--- config.mk ---
export PLATFORM = sky130hd
export DESIGN_NAME = iocu_control
export DESIGN_NICKNAME = d
export VERILOG_FILES = /design/src/verilog/iocu_pkg.sv /design/src/verilog/iocu_control.sv /design/src/verilog/iocu_field_update.sv
export SDC_FILE = /design/constraint.sdc
export NUM_CORES = 1
export LEC_CHECK = 0
export BUFFER_PORTS_ARGS = -buffer_cell sky130_fd_sc_hd__buf_2
export CORE_AREA = 4 4 91 93
export DETAILED_ROUTE_END_ITERATION = 10
export DIE_AREA = 0 0 95 97
export PLACE_DENSITY = 0.78
export SLEW_MARGIN = 20
export SYNTH_ARGS = -nofsm -noshare
export SYNTH_HDL_FRONTEND = slang
export SYNTH_HIERARCHICAL = 1
export SYNTH_SLANG_ARGS = --single-unit
--- constraint.sdc ---
create_clock -name sys_clk -period 1.45 [get_ports sys_clk]
set_input_delay 0.29 -clock sys_clk [delete_from_list [all_inputs] [get_ports sys_clk]]
set_output_delay 0.29 -clock sys_clk [all_outputs]
set_load 0.02 [all_outputs]
--- src/verilog/iocu_pkg.sv ---
// Package with register offsets, field positions and reset values of the control block.
package iocu_pkg;
  // ****************************************************************
  // Register map
  // ****************************************************************
  localparam logic [11:0] CONTROL_OFFSET     = 12'h020;
  localparam logic [11:0] ACKNOWLEDGE_OFFSET = 12'h024;

  // ****************************************************************
  // Field positions
  // ****************************************************************
  localparam int TRANSLATION_ENABLE_BIT = 0;
  localparam int PAGE_REQUEST_BIT       = 1;
  localparam int EVENT_QUEUE_BIT        = 2;
  localparam int COMMAND_QUEUE_BIT      = 3;
  localparam int TRANSLATED_CHECK_BIT   = 4;
  localparam int WILDCARD_LSB           = 6;
  localparam int WILDCARD_MSB           = 8;
  localparam int FIELD_COUNT            = 6;

  // ****************************************************************
  // Reset values and masks
  // ****************************************************************
  localparam logic [31:0] CONTROL_RESET = 32'h0000_0000;
  localparam logic [31:0] WRITABLE_MASK = 32'h0000_01DF;
  localparam logic [2:0]  WILDCARD_ZERO = 3'h0;

  // States of the per-field update sequencer.
  typedef enum logic [2:0] {
    IOCU_IDLE  = 3'b001,
    IOCU_DRAIN = 3'b010,
    IOCU_DONE  = 3'b100
  } iocu_state_e;
endpackage : iocu_pkg

--- src/verilog/iocu_control.sv ---
// Control register with acknowledge-based update protocol for the translation unit.
// Function
// - Check mode zero passes translated traffic unchecked.
// - Check mode one checks stream permission field.
// - Bit 3 enables command queue, resets zero.
// - Bit 2 enables event queue writes, resets zero.
// - Bit 1 enables page request writes.
// - Bit 0 clear makes streams bypass.
// - Every non-reserved field has an acknowledge mirror.
// - Fields update independently of each other.
// - Update ends after side effects finish.
// - New value takes effect before update completes.
// - Reads return written value immediately.
// - Mid-update change ignored or update abandoned.
// - Wildcard acks after invalidation logic uses it.
// - Check mode acks after fetches use it.
// - Command disable drains in-flight commands first.
// - Command enable starts on non-empty, error-free queue.
// - Event disable acks after records visible.
// - Effective page enable zero while untranslated.
// - Page disable acks after records visible.
module iocu_control (
  // Clock and reset.
  input  wire logic        sys_clk,
  input  wire logic        srst,
  // Register port.
  input  wire logic        reg_write,
  input  wire logic        reg_read,
  input  wire logic [11:0] reg_addr,
  input  wire logic [31:0] reg_wdata,
  output logic      [31:0] reg_rdata,
  output logic             reg_rvalid,
  // Command queue status.
  input  wire logic        command_queue_nonempty,
  input  wire logic        command_queue_error,
  input  wire logic        command_in_flight,
  // Event and page request queue status.
  input  wire logic        event_records_pending,
  input  wire logic        event_queue_abort_error,
  input  wire logic        page_records_pending,
  // Translation datapath status.
  input  wire logic        config_fetch_busy,
  input  wire logic        tlb_invalidate_busy,
  // Effective controls.
  output logic             command_fetch,
  output logic             event_queue_write_enable,
  output logic             page_request_write_enable,
  output logic             page_request_discard,
  output logic             translation_active,
  output logic             translated_lookup,
  output logic [2:0]       vm_id_wildcard
);
  // ****************************************************************
  // Written control value
  // ****************************************************************
  logic [31:0] translation_control;
  logic [31:0] next_translation_control;
  logic [31:0] control_acknowledge;
  logic [31:0] next_reg_rdata;
  logic        next_reg_rvalid;

  // Stores writes; reserved bits stay zero.
  always_comb begin
    next_translation_control = translation_control;
    if (reg_write && reg_addr == iocu_pkg::CONTROL_OFFSET) begin
      next_translation_control = reg_wdata & iocu_pkg::WRITABLE_MASK;
    end
  end

  // Read mux returns the written value even mid-update; unmapped reads give zero.
  always_comb begin
    next_reg_rdata  = 32'h0000_0000;
    next_reg_rvalid = reg_read;
    if (reg_read && reg_addr == iocu_pkg::CONTROL_OFFSET) begin
      next_reg_rdata = translation_control;
    end else if (reg_read && reg_addr == iocu_pkg::ACKNOWLEDGE_OFFSET) begin
      next_reg_rdata = control_acknowledge;
    end
  end

  // Registers the control word and the read answer.
  always_ff @(posedge sys_clk) begin
    if (srst) begin
      translation_control <= iocu_pkg::CONTROL_RESET;
      reg_rdata           <= 32'h0000_0000;
      reg_rvalid          <= 1'b0;
    end else begin
      translation_control <= next_translation_control;
      reg_rdata           <= next_reg_rdata;
      reg_rvalid          <= next_reg_rvalid;
    end
  end

  // ****************************************************************
  // Per-field update sequencers
  // ****************************************************************
  logic [iocu_pkg::FIELD_COUNT-2:0] single_effective;
  logic [iocu_pkg::FIELD_COUNT-2:0] single_ack;
  logic [iocu_pkg::FIELD_COUNT-2:0] single_written;
  logic [iocu_pkg::FIELD_COUNT-2:0] single_drained;
  logic [2:0]                       wildcard_effective;
  logic [2:0]                       wildcard_ack;

  // Written single-bit fields, indexed 0..4 as bits 0..4.
  assign single_written = translation_control[iocu_pkg::TRANSLATED_CHECK_BIT:0];

  // Side effects that must finish before each field acknowledges.
  always_comb begin
    single_drained = '0;
    // Translation enable: effective page enable must have fallen too.
    single_drained[iocu_pkg::TRANSLATION_ENABLE_BIT] = !page_records_pending;
    // Page requests: committed records visible.
    single_drained[iocu_pkg::PAGE_REQUEST_BIT] = !page_records_pending;
    // Events: records visible, abort reported.
    single_drained[iocu_pkg::EVENT_QUEUE_BIT] = !event_records_pending;
    // Commands: in-flight commands consumed, reads done.
    single_drained[iocu_pkg::COMMAND_QUEUE_BIT] = !command_in_flight;
    // Check mode: no fetch using the old mode outstanding.
    single_drained[iocu_pkg::TRANSLATED_CHECK_BIT] = !config_fetch_busy;
  end

  // One independent sequencer per field.
  genvar g;
  generate
    for (g = 0; g < iocu_pkg::FIELD_COUNT - 1; g++) begin : g_field
      iocu_field_update #(
        .WIDTH (1)
      ) u_field (
        .sys_clk   (sys_clk),
        .srst      (srst),
        .written   (single_written[g]),
        .drained   (single_drained[g]),
        .effective (single_effective[g]),
        .ack       (single_ack[g])
      );
    end
  endgenerate

  // Wildcard waits for invalidation logic to go idle.
  iocu_field_update #(
    .WIDTH (3)
  ) u_wildcard (
    .sys_clk   (sys_clk),
    .srst      (srst),
    .written   (translation_control[iocu_pkg::WILDCARD_MSB:iocu_pkg::WILDCARD_LSB]),
    .drained   (!tlb_invalidate_busy),
    .effective (wildcard_effective),
    .ack       (wildcard_ack)
  );

  // Acknowledge word; reserved bits never mirrored.
  always_comb begin
    control_acknowledge = 32'h0000_0000;
    control_acknowledge[iocu_pkg::TRANSLATED_CHECK_BIT:0] = single_ack;
    control_acknowledge[iocu_pkg::WILDCARD_MSB:iocu_pkg::WILDCARD_LSB] = wildcard_ack;
  end

  // ****************************************************************
  // Effective controls
  // ****************************************************************
  logic next_command_fetch;
  logic next_event_write;
  logic next_page_write;
  logic next_page_discard;
  logic next_translation_active;
  logic next_translated_lookup;
  logic page_effective;

  // Page enable is forced off while translation is off.
  assign page_effective = single_effective[iocu_pkg::PAGE_REQUEST_BIT]
                        & single_effective[iocu_pkg::TRANSLATION_ENABLE_BIT];

  // Derives the effective outputs from the live field values.
  always_comb begin
    // Fetch only when enabled, queue non-empty and no error.
    next_command_fetch = single_effective[iocu_pkg::COMMAND_QUEUE_BIT]
                       & command_queue_nonempty & !command_queue_error;
    next_event_write   = single_effective[iocu_pkg::EVENT_QUEUE_BIT]
                       & !event_queue_abort_error;
    next_page_write    = page_effective;
    next_page_discard  = !page_effective;
    next_translation_active = single_effective[iocu_pkg::TRANSLATION_ENABLE_BIT];
    // Zero passes translated traffic; one looks up the stream entry.
    next_translated_lookup = single_effective[iocu_pkg::TRANSLATED_CHECK_BIT];
  end

  // Registers the effective outputs.
  always_ff @(posedge sys_clk) begin
    if (srst) begin
      command_fetch             <= 1'b0;
      event_queue_write_enable  <= 1'b0;
      page_request_write_enable <= 1'b0;
      page_request_discard      <= 1'b1;
      translation_active        <= 1'b0;
      translated_lookup         <= 1'b0;
      vm_id_wildcard            <= iocu_pkg::WILDCARD_ZERO;
    end else begin
      command_fetch             <= next_command_fetch;
      event_queue_write_enable  <= next_event_write;
      page_request_write_enable <= next_page_write;
      page_request_discard      <= next_page_discard;
      translation_active        <= next_translation_active;
      translated_lookup         <= next_translated_lookup;
      vm_id_wildcard            <= wildcard_effective;
    end
  end

  // ****************************************************************
  // Checks
  // ****************************************************************
  a_no_fetch_disabled: assert property (@(posedge sys_clk) disable iff (srst)
    command_fetch |-> $past(single_effective[iocu_pkg::COMMAND_QUEUE_BIT]))
    else $error("Command fetched while disabled.");
  a_page_forced_off: assert property (@(posedge sys_clk) disable iff (srst)
    !$past(single_effective[iocu_pkg::TRANSLATION_ENABLE_BIT]) |-> !page_request_write_enable)
    else $error("Page writes enabled while translation off.");
  a_read_live_value: assert property (@(posedge sys_clk) disable iff (srst)
    (reg_read && reg_addr == iocu_pkg::CONTROL_OFFSET) |=> reg_rdata == $past(translation_control))
    else $error("Control read did not return written value.");
  a_cmd_drain_ack: assert property (@(posedge sys_clk) disable iff (srst)
    $fell(single_ack[iocu_pkg::COMMAND_QUEUE_BIT]) |-> $past(!command_in_flight, 2))
    else $error("Command disable acknowledged with commands in flight.");
  a_event_drain_ack: assert property (@(posedge sys_clk) disable iff (srst)
    $fell(single_ack[iocu_pkg::EVENT_QUEUE_BIT]) |-> $past(!event_records_pending, 2))
    else $error("Event disable acknowledged with records pending.");
  a_reserved_zero: assert property (@(posedge sys_clk) disable iff (srst)
    (control_acknowledge & ~iocu_pkg::WRITABLE_MASK) == 32'h0000_0000)
    else $error("Reserved acknowledge bit set.");
  // Once the check mode acknowledges, translated traffic must already use the new mode.
  a_check_mode_out: assert property (@(posedge sys_clk) disable iff (srst)
    $changed(single_ack[iocu_pkg::TRANSLATED_CHECK_BIT]) |->
      translated_lookup == single_ack[iocu_pkg::TRANSLATED_CHECK_BIT])
    else $error("Lookup mode does not follow acknowledged check bit.");
  a_translate_out: assert property (@(posedge sys_clk) disable iff (srst)
    translation_active == $past(single_effective[iocu_pkg::TRANSLATION_ENABLE_BIT]))
    else $error("Translation enable not followed.");
endmodule : iocu_control

--- src/verilog/iocu_field_update.sv ---
// One control field update sequencer: waits for side effects, then acknowledges.
module iocu_field_update #(
  parameter int WIDTH = 1
) (
  // Clock and reset.
  input  wire logic             sys_clk,
  input  wire logic             srst,
  // Written value and side-effect handshake.
  input  wire logic [WIDTH-1:0] written,
  input  wire logic             drained,
  // Effective value and acknowledge.
  output logic      [WIDTH-1:0] effective,
  output logic      [WIDTH-1:0] ack
);
  // ****************************************************************
  // Sequencer
  // ****************************************************************
  iocu_pkg::iocu_state_e state;
  iocu_pkg::iocu_state_e next_state;
  logic [WIDTH-1:0]      target;
  logic [WIDTH-1:0]      next_target;
  logic [WIDTH-1:0]      next_effective;
  logic [WIDTH-1:0]      next_ack;

  // Computes the next state; a second change mid-update is ignored unless it restores the old value.
  always_comb begin
    next_state     = state;
    next_target    = target;
    next_effective = effective;
    next_ack       = ack;
    case (state)
      iocu_pkg::IOCU_IDLE: begin
        if (written != ack) begin
          next_target    = written;
          next_effective = written; // New value goes live at once.
          next_state     = iocu_pkg::IOCU_DRAIN;
        end
      end
      iocu_pkg::IOCU_DRAIN: begin
        if (written == ack && written != target) begin
          next_effective = ack; // Abandon when the old value is written back.
          next_state     = iocu_pkg::IOCU_IDLE;
        end else if (drained) begin
          next_state = iocu_pkg::IOCU_DONE; // Side effects are complete.
        end
      end
      iocu_pkg::IOCU_DONE: begin
        next_ack   = target; // Acknowledge mirrors the committed value.
        next_state = iocu_pkg::IOCU_IDLE;
      end
      default: begin
        next_state = iocu_pkg::IOCU_IDLE;
      end
    endcase
  end

  // Registers the sequencer; reset loads idle and zeroes target, effective value and ack.
  always_ff @(posedge sys_clk) begin
    if (srst) begin
      state     <= iocu_pkg::IOCU_IDLE;
      target    <= '0;
      effective <= '0;
      ack       <= '0;
    end else begin
      state     <= next_state;
      target    <= next_target;
      effective <= next_effective;
      ack       <= next_ack;
    end
  end

  // Acknowledge only moves after a drained cycle.
  a_ack_after_drain: assert property (@(posedge sys_clk) disable iff (srst)
    (ack != $past(ack)) |-> $past(state == iocu_pkg::IOCU_DONE))
    else $error("Acknowledge changed without completed update.");
endmodule : iocu_field_update

==> results of run 1 <==
## registers in the layout, indices dropped and copies added, names as in the netlist, 5 cells and up
register                   count
g_field.u_field/state         15
reg_rdata                      8
translation_control            8
g_field.u_field/ack            5
g_field.u_field/effective      5
g_field.u_field/target         5
## power by group
part / switching, mW / leakage [nW] / internal (mW)
sequential: 0.000416 / 0.551 / 1.87
combinational: 0.124 / 1.11 / 0.0622
clock: 0.688 / 0.109 / 0.876
total: 0.812 / 1.77 / 2.81
## worst max-delay path, cell delays in order, from the launching register on
cell and delay (ps):
dfxtp_2 350, or3b_4 410, a31oi_4 220, buf_6 160, mux2i_1 190, nor2_1 50
## Yosys cell counts (all sizes together), types with 6 or more instances
| cell type | n | area [um^2] |
|---|---|---|
| dfxtp | 68 | 1361 |
| nand2b | 26 | 162.7 |
| a31oi | 7 | 73.82 |
| nor4 | 6 | 52.55 |
| xnor2 | 11 | 96.34 |
| nor3 | 12 | 65.06 |
| a21oi | 20 | 100.1 |
| mux2i | 27 | 270.3 |
| nor3b | 13 | 97.59 |
| nor2b | 10 | 62.56 |
| and3 | 7 | 43.79 |
| nand2 | 13 | 48.80 |
| nand3 | 7 | 35.03 |
| nor2 | 24 | 90.09 |
| buf | 30 | 241.5 |
| or3b | 7 | 63.81 |
| inv | 23 | 86.33 |
## cell families (layout without fill, tap and decap cells)
logic type | count (synthesis) | count (layout) | synth area share (%)
AND/OR/NAND/NOR | 148 | 148 | 27.91
flip-flops | 68 | 68 | 39.80
buffers and inverters | 56 | 112 | 9.912
AO/OA/AOI/OAI | 50 | 50 | 10.24
multiplexers | 30 | 30 | 9.217
XOR/XNOR | 11 | 11 | 2.816
other | 1 | 24 | 0.1096
## worst max path at each step
stage          slack (ps)  cells after the start                                start                              endpoint
2_1_floorplan         -30                      4     u_wildcard/state[1]$_SDFFE_PP0P_  u_wildcard/effective[0]$_SDFFE_PP0P_
3_3_place_gp           -3                      4  translation_control[7]$_SDFFE_PP0P_  u_wildcard/effective[0]$_SDFFE_PP0P_
3_5_place_dp          -40                      4  translation_control[7]$_SDFFE_PP0P_  u_wildcard/effective[2]$_SDFFE_PP0P_
4_1_cts               -20                      5     u_wildcard/state[0]$_SDFFE_PP1P_     u_wildcard/target[0]$_SDFFE_PP0P_
5_1_grt               -90                      5     u_wildcard/state[0]$_SDFFE_PP1P_     u_wildcard/target[0]$_SDFFE_PP0P_
6_report              -40                      5     u_wildcard/state[0]$_SDFFE_PP1P_     u_wildcard/target[0]$_SDFFE_PP0P_
## area by class of cell
class                           instances  area share (%)
Clock buffer                           11           3.714
Clock inverter                          5           1.228
Inverter                               23           2.118
Multi-Input combinational cell        263           45.03
Sequential cell                        68           33.64
Tap cell                              102           3.131
Timing Repair Buffer                   73           11.14
## through the flow
stage	setup WS (ps)	power, mW	hold slack (ps)	instance area, um^2
after floorplan	-26.09	2.063	359.1	3525
after global placement	-3.078	2.095	393.5	3842
after detailed placement	-40.05	2.098	406.5	3842
after CTS	-21.19	3.651	88.64	4066
after global routing	-91.22	3.762	90.23	4076
final	-43.88	3.618	98.30	4076
## repair_timing
action                                 CTS  global route
gates resized for setup                  5             4
endpoints found under the hold margin    0             0
setup endpoints to repair                6            10
pin swaps                                0             1
cloned                                   0             0
setup buffers                            1             0
## per-layer routing
layer | routed length [um] | track usage (%) | up-vias
met5 | 0 | 0 | -
met2 | 3702 | 27.71 | 58
met4 | 141 | 5.882 | 0
met3 | 320 | 3.499 | 12
met1 | 2997 | 18.43 | 1274
li1 | - | - | 1366
==> results by group, run 1 <==
Status
  • Run status: complete, but fails checks
  • Failing checks: negative setup slack

Min path
  • Hold Crit Class: in2reg
  • Worst hold start: command_queue_error
  • Hold Path Depth: 2
  • Hold EP: command_fetch$_SDFF_PP0_

Timing
  • Layout Skew: roughly 6 ps
  • Min Tclk post-route: 1494 ps
  • Worst Slack Setup Final: -43.88 ps
  • Setup Viol. Count Final: 6
  • Tcrit/Tclk final: 103.0%
  • Unrepaired setup endpoints after global routing: true
  • Setup TNS: -208.6 ps
  • Max Transition Viols Final: 0
  • Fmax: about 0.67 GHz
  • Final Hold Viols: 0

Floorplan
  • Die Ht: 97 um
  • Initial Util: 45.45%
  • Standard-cell rows: 32
  • Core Area: ~7500 um^2
  • I/O Pins: 98
  • Die footprint: 9215 um^2
  • Die width: roughly 95 um

Finish
  • Commonest non-fill, non-tap cell in the layout: dfxtp_1
  • Area grow syn2layout: 19.17%
  • Reg area: 1371 um^2
  • Nets@finish: 494
  • Commonest non-fill, non-tap cells in the layout: dfxtp_1, buf_2, mux2i_1
  • # diodes: 0
  • Multi-input gate area: 1836 um^2
  • Final core occ: 54.16%
  • Final non-filler cell total: about 550
  • Fill count: slightly below 700
  • Layout cells sized above 1: about 26%

Logic synthesis
  • Seq/Total Area, Yosys: roughly two fifths
  • Netlist cell types: slightly above 40
  • Post-synth ARST share: 0%
  • Syn avg cell area: 9.398 um^2
  • Netlist Area Pre-Place: 3421 um^2
  • EDFF count, synth: 0
  • Synth warn: 6
  • Seq cells post-synth: 68
  • Ys flop type: dfxtp_1
  • Post-synthesis cell count: 364

Clock network
  • CTS sink cnt: 68
  • Clk pin slew, worst setup/hold paths: approximately 70 ps
  • Max Buffers Root-to-Sink: 2
  • Worst skew pair latency: 340 ps
  • Root Driver: clkbuf_8
  • H-tree levels: 3
  • Cts hold-fix bufs: 0
  • Num CTS Buffers: 9
  • CTS tree: yes

Setup path
  • Reg2Reg Depth: 5
  • Setup slack, reg-to-reg: -40 ps
  • Startpoint Class: flip-flop
  • R2R Path End: u_wildcard/target[0]$_SDFFE_PP0P_
  • CP Max Fanout: 4
  • Worst Path Arrival: 1730 ps
  • Reg2reg start: u_wildcard/state[0]$_SDFFE_PP1P_
  • Crit path capture type: flip-flop
  • Critical path type: reg2reg
  • Req. time, crit path: 1690 ps

Routing
  • DR vias: approximately 2700
  • DR iter-0 viols: 62
  • Wire per inst: 13.14 um
  • Post-detailed-route count of antenna-violating nets: 0
  • DRC: 0
  • Vias per cell: ~5.0
  • Wirelength, routed: 7161 um
  • DRT Pass-1 Iters: 4

Place
  • Port bufs: 49
  • GP Congestion: approximately 0.83
  • Hpwl dp: 5285 um
  • Placed insts: 528

GRT
  • All-Layer GR Usage: 15.80%
  • Vias in the first global route: approximately 2600
  • Antenna violations before repair: 0
  • Pin count of the biggest net entering global routing: 33
  • GR Overflow Total: 0
  • First-pass GRT wire length: 11580 um

Power and ir drop
  • Peak VDD IR: 439.8 uV
  • Pwr per Cell Area: 887.6 nW/um^2
  • Leakage dissipation: 1.774 nW

Flow run
  • Maxcap violations: 0
Power figures use the tool's default switching activity.
==> run 2: changes to the inputs <==
==> constraint.sdc (replaced) <==
create_clock -name sys_clk -period 1.45 [get_ports sys_clk]
set_input_delay 0.145 -clock sys_clk [delete_from_list [all_inputs] [get_ports sys_clk]]
set_output_delay 0.145 -clock sys_clk [all_outputs]
set_load 0.02 [all_outputs]
==> run 2 against run 1 <==
  * Cell count rose by 0.55%
  * Clock skew rose by 3.4 ps
  * Clock power rose by 15%
  * Sequential share of layout area fell by 0.68 points
  * Routed wire length rose by 1.8%
  * Combinational power barely moved
  * Clock-buffer cell count did not move
  * Fmax fell by 2.0%
  * The flow still finishes with violations (negative setup slack)
  * Sequential cell count did not move
  * Sequential power barely moved
  * Critical path type unchanged
  * Utilization rose by 1.0 points
==> results by group, run 2 (synthesis gave the netlist of run 1 again) <==
Status
  • Run status: complete, but fails checks
  • Failing checks: negative setup slack

Power and ir drop
  • Pwr per Cell Area: 928.1 nW/um^2
  • Leakage dissipation: approximately 1.8 nW
  • P_sw: 0.8579 mW
  • Pint: 2.996 mW
  • Peak VDD IR: 538.3 uV
  • Gate power share: approximately 4.9%
  • Clk network pwr share: 46.6%
  • Sequential power share: 48.5%
  • Switching portion of total power: 22.26%

Setup path
  • Critical path type: reg2reg
  • Crit path capture type: flip-flop
  • Setup slack, reg-to-reg: -70 ps
  • Reg2Reg Depth: 5
  • Reg2reg start: u_wildcard/state[2]$_SDFFE_PP0P_
  • Req. time, crit path: 1670 ps
  • R2R Path End: u_wildcard/target[1]$_SDFFE_PP0P_
  • CP Max Fanout: 4
  • Worst Path Arrival: 1750 ps
  • Worst setup path end: u_wildcard/target[1]$_SDFFE_PP0P_
  • Startpoint Class: flip-flop
  • Crit. Startpoint: u_wildcard/state[2]$_SDFFE_PP0P_

Floorplan
  • Die width: about 95 um
  • I/O Pins: 98
  • Initial Util: about 45%
  • Standard-cell rows: 32
  • Die footprint: 9215 um^2
  • Core Area: 7527 um^2
  • Die Ht: 97 um

Clock network
  • Max Buffers Root-to-Sink: 2
  • Root Driver: clkbuf_8
  • H-tree levels: 3
  • Num CTS Buffers: 9
  • Worst skew pair latency: 340 ps
  • CTS sink cnt: slightly below 70
  • Clk pin slew, worst setup/hold paths: 80 ps
  • CTS tree: yes

Timing
  • Layout Skew: 9.376 ps
  • Worst Slack Setup Final: -73.72 ps
  • Final Hold Viols: 0
  • Max Transition Viols Final: 0
  • Setup Viol. Count Final: 6
  • Tcrit/Tclk final: 105.1%
  • Min Tclk post-route: 1524 ps
  • Fmax: 0.6563 GHz
  • Hold WS: 19.97 ps
  • Unrepaired setup endpoints after global routing: true

Routing
  • Wirelength, routed: 7291 um
  • Wire per inst: 13.30 um
  • Post-detailed-route count of antenna-violating nets: 0
  • DR vias: 2734
  • Vias per cell: 4.989
  • DRT Pass-1 Iters: 5
  • DRC: 0
  • DR iter-0 viols: 62

Finish
  • Most flops, register: g_field.u_field/state
  • Fill count: 687
  • Max reg flops: 15
  • # diodes: 0
  • Multi-input gate area: approximately 1900 um^2
  • Layout cells sized above 1: between 20% and 30%
  • Commonest non-fill, non-tap cells in the layout: dfxtp_1, buf_2, nand2b_1, mux2i_1
  • Reg area: ~1400 um^2
  • Area grow syn2layout: 21.40%
  • Regs by FF count: g_field.u_field/state (15), reg_rdata (8), translation_control (8)
  • Commonest non-fill, non-tap cell in the layout: dfxtp_1
  • Nets@finish: 497

Place
  • Hpwl dp: 5192 um
  • Pre-CTS setup slack: -36.61 ps
  • GP Congestion: 0.8533
  • Port bufs: 49

GRT
  • All-Layer GR Usage: 16.48%
  • Vias in the first global route: 2669
  • Antenna violations before repair: 0
  • Pin count of the biggest net entering global routing: 29
  • GR Overflow Total: 0
  • First-pass GRT wire length: 12060 um

Min path
  • Hold Crit Class: in2reg

Flow run
  • Maxcap violations: 0
-- run 2: worst min-delay path by stage --
stage                                  startpoint                                       end  cells past startpoint
after floorplan                              srst  g_field[0].u_field/state[1]$_SDFFE_PP0P_                      1
after global placement    event_queue_abort_error       event_queue_write_enable$_SDFF_PP0_                      2
after detailed placement  event_queue_abort_error       event_queue_write_enable$_SDFF_PP0_                      2
after CTS                  command_queue_nonempty                  command_fetch$_SDFF_PP0_                      3
after global routing       command_queue_nonempty                  command_fetch$_SDFF_PP0_                      3
final                      command_queue_nonempty                  command_fetch$_SDFF_PP0_                      3
-- run 2: worst max-delay path, stage by stage, from the launching register on --
cell	delay, ps
dfxtp_2	340
or3b_4	410
a31oi_4	240
buf_6	140
mux2i_1	200
nor2_1	70
-- run 2: power groups by stage --
| stage | logic [mW] | clock network (mW) | registers (mW) |
|---|---|---|---|
| 5_1_grt | 0.204 | 1.95 | 1.87 |
| 2_1_floorplan | 0.150 | 0 | 1.91 |
| 3_5_place_dp | 0.183 | 0 | 1.91 |
| 3_3_place_gp | 0.181 | 0 | 1.91 |
| 6_report | 0.190 | 1.80 | 1.87 |
| 4_1_cts | 0.188 | 1.84 | 1.87 |
-- run 2: metal layers --
layer | vias up | share of wire [%] | routed length, um | GRT usage (%)
li1 | 1375 | - | - | -
met1 | 1285 | 41 | 3003 | 19.00
met2 | 62 | 52 | 3780 | 27.98
met3 | 12 | 5.5 | 401 | 4.977
met4 | 0 | 1.4 | 105 | 6.659
met5 | - | 0 | 0 | 0
-- run 2: timing repair --
action,in CTS,in global routing
setup endpoints to repair,6,12
hold endpoints to repair,2,0
hold buffers,2,0
pin swaps,1,2
buffers inserted,2,0
gates resized for setup,4,12
cloned,0,0
-- run 2: per-stage QoR --
| stage | TNS [ps] | total power [mW] | util (%) | instance area, um^2 | std cells |
|---|---|---|---|---|---|
| floorplan | -78.28 | 2.063 | - | 3525 | 387 |
| detailed placement | -107.2 | 2.094 | 50.71 | 3817 | 528 |
| finish | -288.5 | 3.854 | 55.17 | 4153 | 548 |
| CTS | -157.6 | 3.899 | 54.52 | 4104 | 548 |
| global placement | -2.975 | 2.093 | 50.71 | 3817 | 528 |
| global route | -574.7 | 4.018 | 55.17 | 4153 | 548 |
-- run 2: layout make-up --
| cell class | instances | share of cell area, % |
|---|---|---|
| inverters | 23 | 2.079 |
| multi-input cells | 263 | 45.13 |
| clock inverters | 5 | 2.019 |
| clock buffers | 11 | 3.646 |
| repair buffers | 76 | 11.09 |
| well taps | 102 | 3.073 |
| flip-flops and latches | 68 | 32.96 |
==> run 3: changes to the inputs <==
Settings changed: CORE_AREA 4 4 91 93 to 4 4 90 92, DIE_AREA 0 0 95 97 to 0 0 94 96, SYNTH_HIERARCHICAL 1 to not set.
==> run 3 against run 2 <==
  * The flow still finishes with violations (negative setup slack)
  * Global-route usage down 1.5 points
  * Critical path depth down 1
  * Register-to-register slack better by 40 ps
  * Utilization up 1.3 points
  * Sequential cell count unchanged
  * Synthesized cell count down 4.7%
  * Clock-buffer cell count unchanged
  * Area after synthesis down 4.6%
  * Clock skew down 2.9 ps
  * Sequential share of layout area up 0.79 points
  * Clock power down 18%
  * Fmax up 2.5%
  * Critical path type unchanged
  * Critical endpoint is now u_wildcard.effective[0]$_SDFFE_PP0P_
==> results by group, run 3 <==
Setup path
  • Buf/Inv on CP: 0
  • Critical path type: reg2reg
  • Worst Path Arrival: 1720 ps
  • Critical-path cell list: or3b_4 -> a31oi_4 -> o21bai_4 -> mux2_4
  • Worst path max stage delay: approximately 400 ps
  • Critical Path Slowest Stage Cell: or3b_4
  • Critical Path Stages: 4
  • Critical path's top delay family: simple AND/OR/NAND/NOR gates
  • Startpoint Class: flip-flop
  • Setup slack, reg-to-reg: -40 ps
  • CP Max Fanout: 3
  • Crit path capture type: flip-flop
  • Reg2Reg Depth: 4
  • Reg2reg start: u_wildcard.state[2]$_SDFFE_PP0P_
  • R2R Path End: u_wildcard.effective[0]$_SDFFE_PP0P_
  • Req. time, crit path: 1680 ps

Timing
  • Fmax: 0.6724 GHz
  • Setup Viol. Count Final: 3
  • Tcrit/Tclk final: 102.6%
  • Unrepaired setup endpoints after global routing: true
  • Min Tclk post-route: 1487 ps
  • Layout Skew: 6.477 ps
  • Hold WS: 33.29 ps
  • Max Transition Viols Final: 0
  • Worst Slack Setup Final: -37.13 ps
  • Final Hold Viols: 0

Finish
  • Area grow syn2layout: 24.80%
  • Fill count: about 650
  • Layout cells sized above 1: 32.33%
  • Non-Filler Cell Area, Final: slightly above 4000 um^2
  • Regs by FF count: g_field.u_field.state (15), reg_rdata (8), translation_control (8)
  • Max reg flops: 15
  • Commonest non-fill, non-tap cell in the layout: dfxtp_1
  • Most flops, register: g_field.u_field.state
  • Final non-filler cell total: between 500 and 600
  • Nets@finish: 484
  • Commonest non-fill, non-tap cells in the layout: dfxtp_1, nor2_1, buf_2
  • # diodes: 0

Clock network
  • Root Driver: clkbuf_8
  • Max Buffers Root-to-Sink: 2
  • CTS sink cnt: 68
  • Num CTS Buffers: 9
  • Clk pin slew, worst setup/hold paths: 70 ps
  • H-tree levels: 3
  • CTS tree: yes
  • Worst skew pair latency: 340 ps

Logic synthesis
  • Post-synthesis cell count: 347
  • Netlist Area Pre-Place: 3264 um^2
  • Netlist cell types: 52
  • Top post-synthesis cells by area: dfxtp_1, mux2i_1, nor2_1
  • Ys flop type: dfxtp_1
  • Synth warn: 0
  • Post-synth top cells: dfxtp_1, nor2_1, mux2i_1
  • Cell with the most instances after synthesis: dfxtp_1
  • Seq/Total Area, Yosys: 41.70%
  • EDFF count, synth: 0
  • Seq cells post-synth: 68
  • Post-synth ARST share: 0%
  • Syn avg cell area: between 9 and 10 um^2
  • Dominant cell type by area after synthesis: dfxtp_1
  • Post-synth top area share: 41.70%

Power and ir drop
  • Pwr per Cell Area: 864.2 nW/um^2
  • Total power: 3.520 mW
  • Leakage dissipation: 1.777 nW
  • Peak VDD IR: 451.9 uV

GRT
  • First-pass GRT wire length: 10560 um
  • GR Overflow Total: 0
  • Vias in the first global route: 2387
  • Antenna violations before repair: 0
  • Pin count of the biggest net entering global routing: 25
  • All-Layer GR Usage: between 10% and 20%

Min path
  • Worst hold start: command_queue_nonempty
  • Hold Crit Class: in2reg
  • Hold EP: command_fetch$_SDFF_PP0_
  • Hold Path Depth: 3

Floorplan
  • Core Area: 7214 um^2
  • Die width: 94 um
  • I/O Pins: between 90 and 100
  • Die Ht: ~96 um
  • Initial Util: 45.25%
  • Standard-cell rows: 31
  • Die footprint: 9024 um^2

Routing
  • DRT Pass-1 Iters: 4
  • Wire per inst: 12.63 um
  • DR iter-0 viols: 68
  • DRC: 0
  • Vias per cell: 4.868
  • Wirelength, routed: between 6000 and 7000 um
  • Post-detailed-route count of antenna-violating nets: 0
  • DR vias: 2590

Place
  • Port bufs: just under 50
  • Hpwl dp: 4766 um
  • Dpl cell area: 3722 um^2
  • Placed insts: 507
  • GP Congestion: 0.8189

Flow run
  • Maxcap violations: 0

Status
  • Failing checks: negative setup slack
  • Run status: complete, but fails checks
-- run 3: cell count changes in the layout (fill, tap and decap cells not counted), sizes merged, moves of 6 or more --
cell,delta
nand2b,-24
and3,-7
xor2,+6
nand3,-6
buf,+11
a31oi,-6
o21ai,+6
inv,-19
nor3,-8
nor2,+26
-- run 3: what timing repair did --
item | CTS | global route
pin swaps | 3 | 1
setup buffers | 2 | 1
endpoints found under the setup margin | 5 | 13
hold buffers | 6 | 0
hold endpoints to repair | 7 | 0
gates resized for setup | 9 | 19
-- run 3: final cells by class --
type | instances | area, um^2 | area share, %
clock buffer | 11 | 131.4 | 3.225
multi-input combinational | 254 | 1777 | 43.61
sequential | 68 | 1375 | 33.75
inverter | 4 | 15.01 | 0.3686
timing repair buffer | 91 | 599.3 | 14.71
clock inverter | 5 | 52.55 | 1.290
tap | 99 | 123.9 | 3.041
-- run 3: worst max-delay path by stage --
stage | from | endpoint
final | u_wildcard.state[2]$_SDFFE_PP0P_ | u_wildcard.effective[0]$_SDFFE_PP0P_
after global routing | u_wildcard.state[0]$_SDFFE_PP1P_ | u_wildcard.effective[2]$_SDFFE_PP0P_
after CTS | u_wildcard.state[2]$_SDFFE_PP0P_ | u_wildcard.effective[0]$_SDFFE_PP0P_
after detailed placement | g_field[0].u_field.state[0]$_SDFFE_PP1P_ | g_field[0].u_field.effective$_SDFFE_PP0P_
after global placement | translation_control[6]$_SDFFE_PP0P_ | u_wildcard.state[0]$_SDFFE_PP1P_
after floorplan | u_wildcard.state[0]$_SDFFE_PP1P_ | u_wildcard.effective[0]$_SDFFE_PP0P_
-- run 3: stage by stage --
step                setup TNS, ps  worst slack [ps]  utilization [%]
floorplan                  -316.0            -105.3                -
finish                     -96.24            -37.13            56.47
detailed placement         -146.4            -38.46            51.60
CTS                        -100.3            -35.57            55.53
global placement           -9.787            -4.205            51.60
global route               -251.3            -75.52            56.47
-- run 3: worst register-to-register path, cell delays in order (launching register included) --
cell	delay, ps
dfxtp_2	330
or3b_4	400
a31oi_4	160
o21bai_4	170
mux2_4	320
-- run 3: report_power, final --
| group | switching (mW) | internal (mW) |
|---|---|---|
| clock | 0.696 | 0.786 |
| combinational | 0.111 | 0.0583 |
| sequential | 0.000632 | 1.87 |
| total | 0.808 | 2.71 |
-- run 3: logic make-up after synthesis --
kind of cell	synth area share (%)
flops	41.70
mux	11.23
compound gates	13.99
fa+ha+maj	0.9199
xor+xnor	3.910
buf+inv	8.394
other cells	0.1149
simple gates	19.74
-- run 3: layer usage --
metal / global-route usage, % / routed length, um
met1: 17.09 / 2914
met2: 26.20 / 3345
met3: 4.613 / 346
met4: 5.776 / 112
met5: 0 / 0
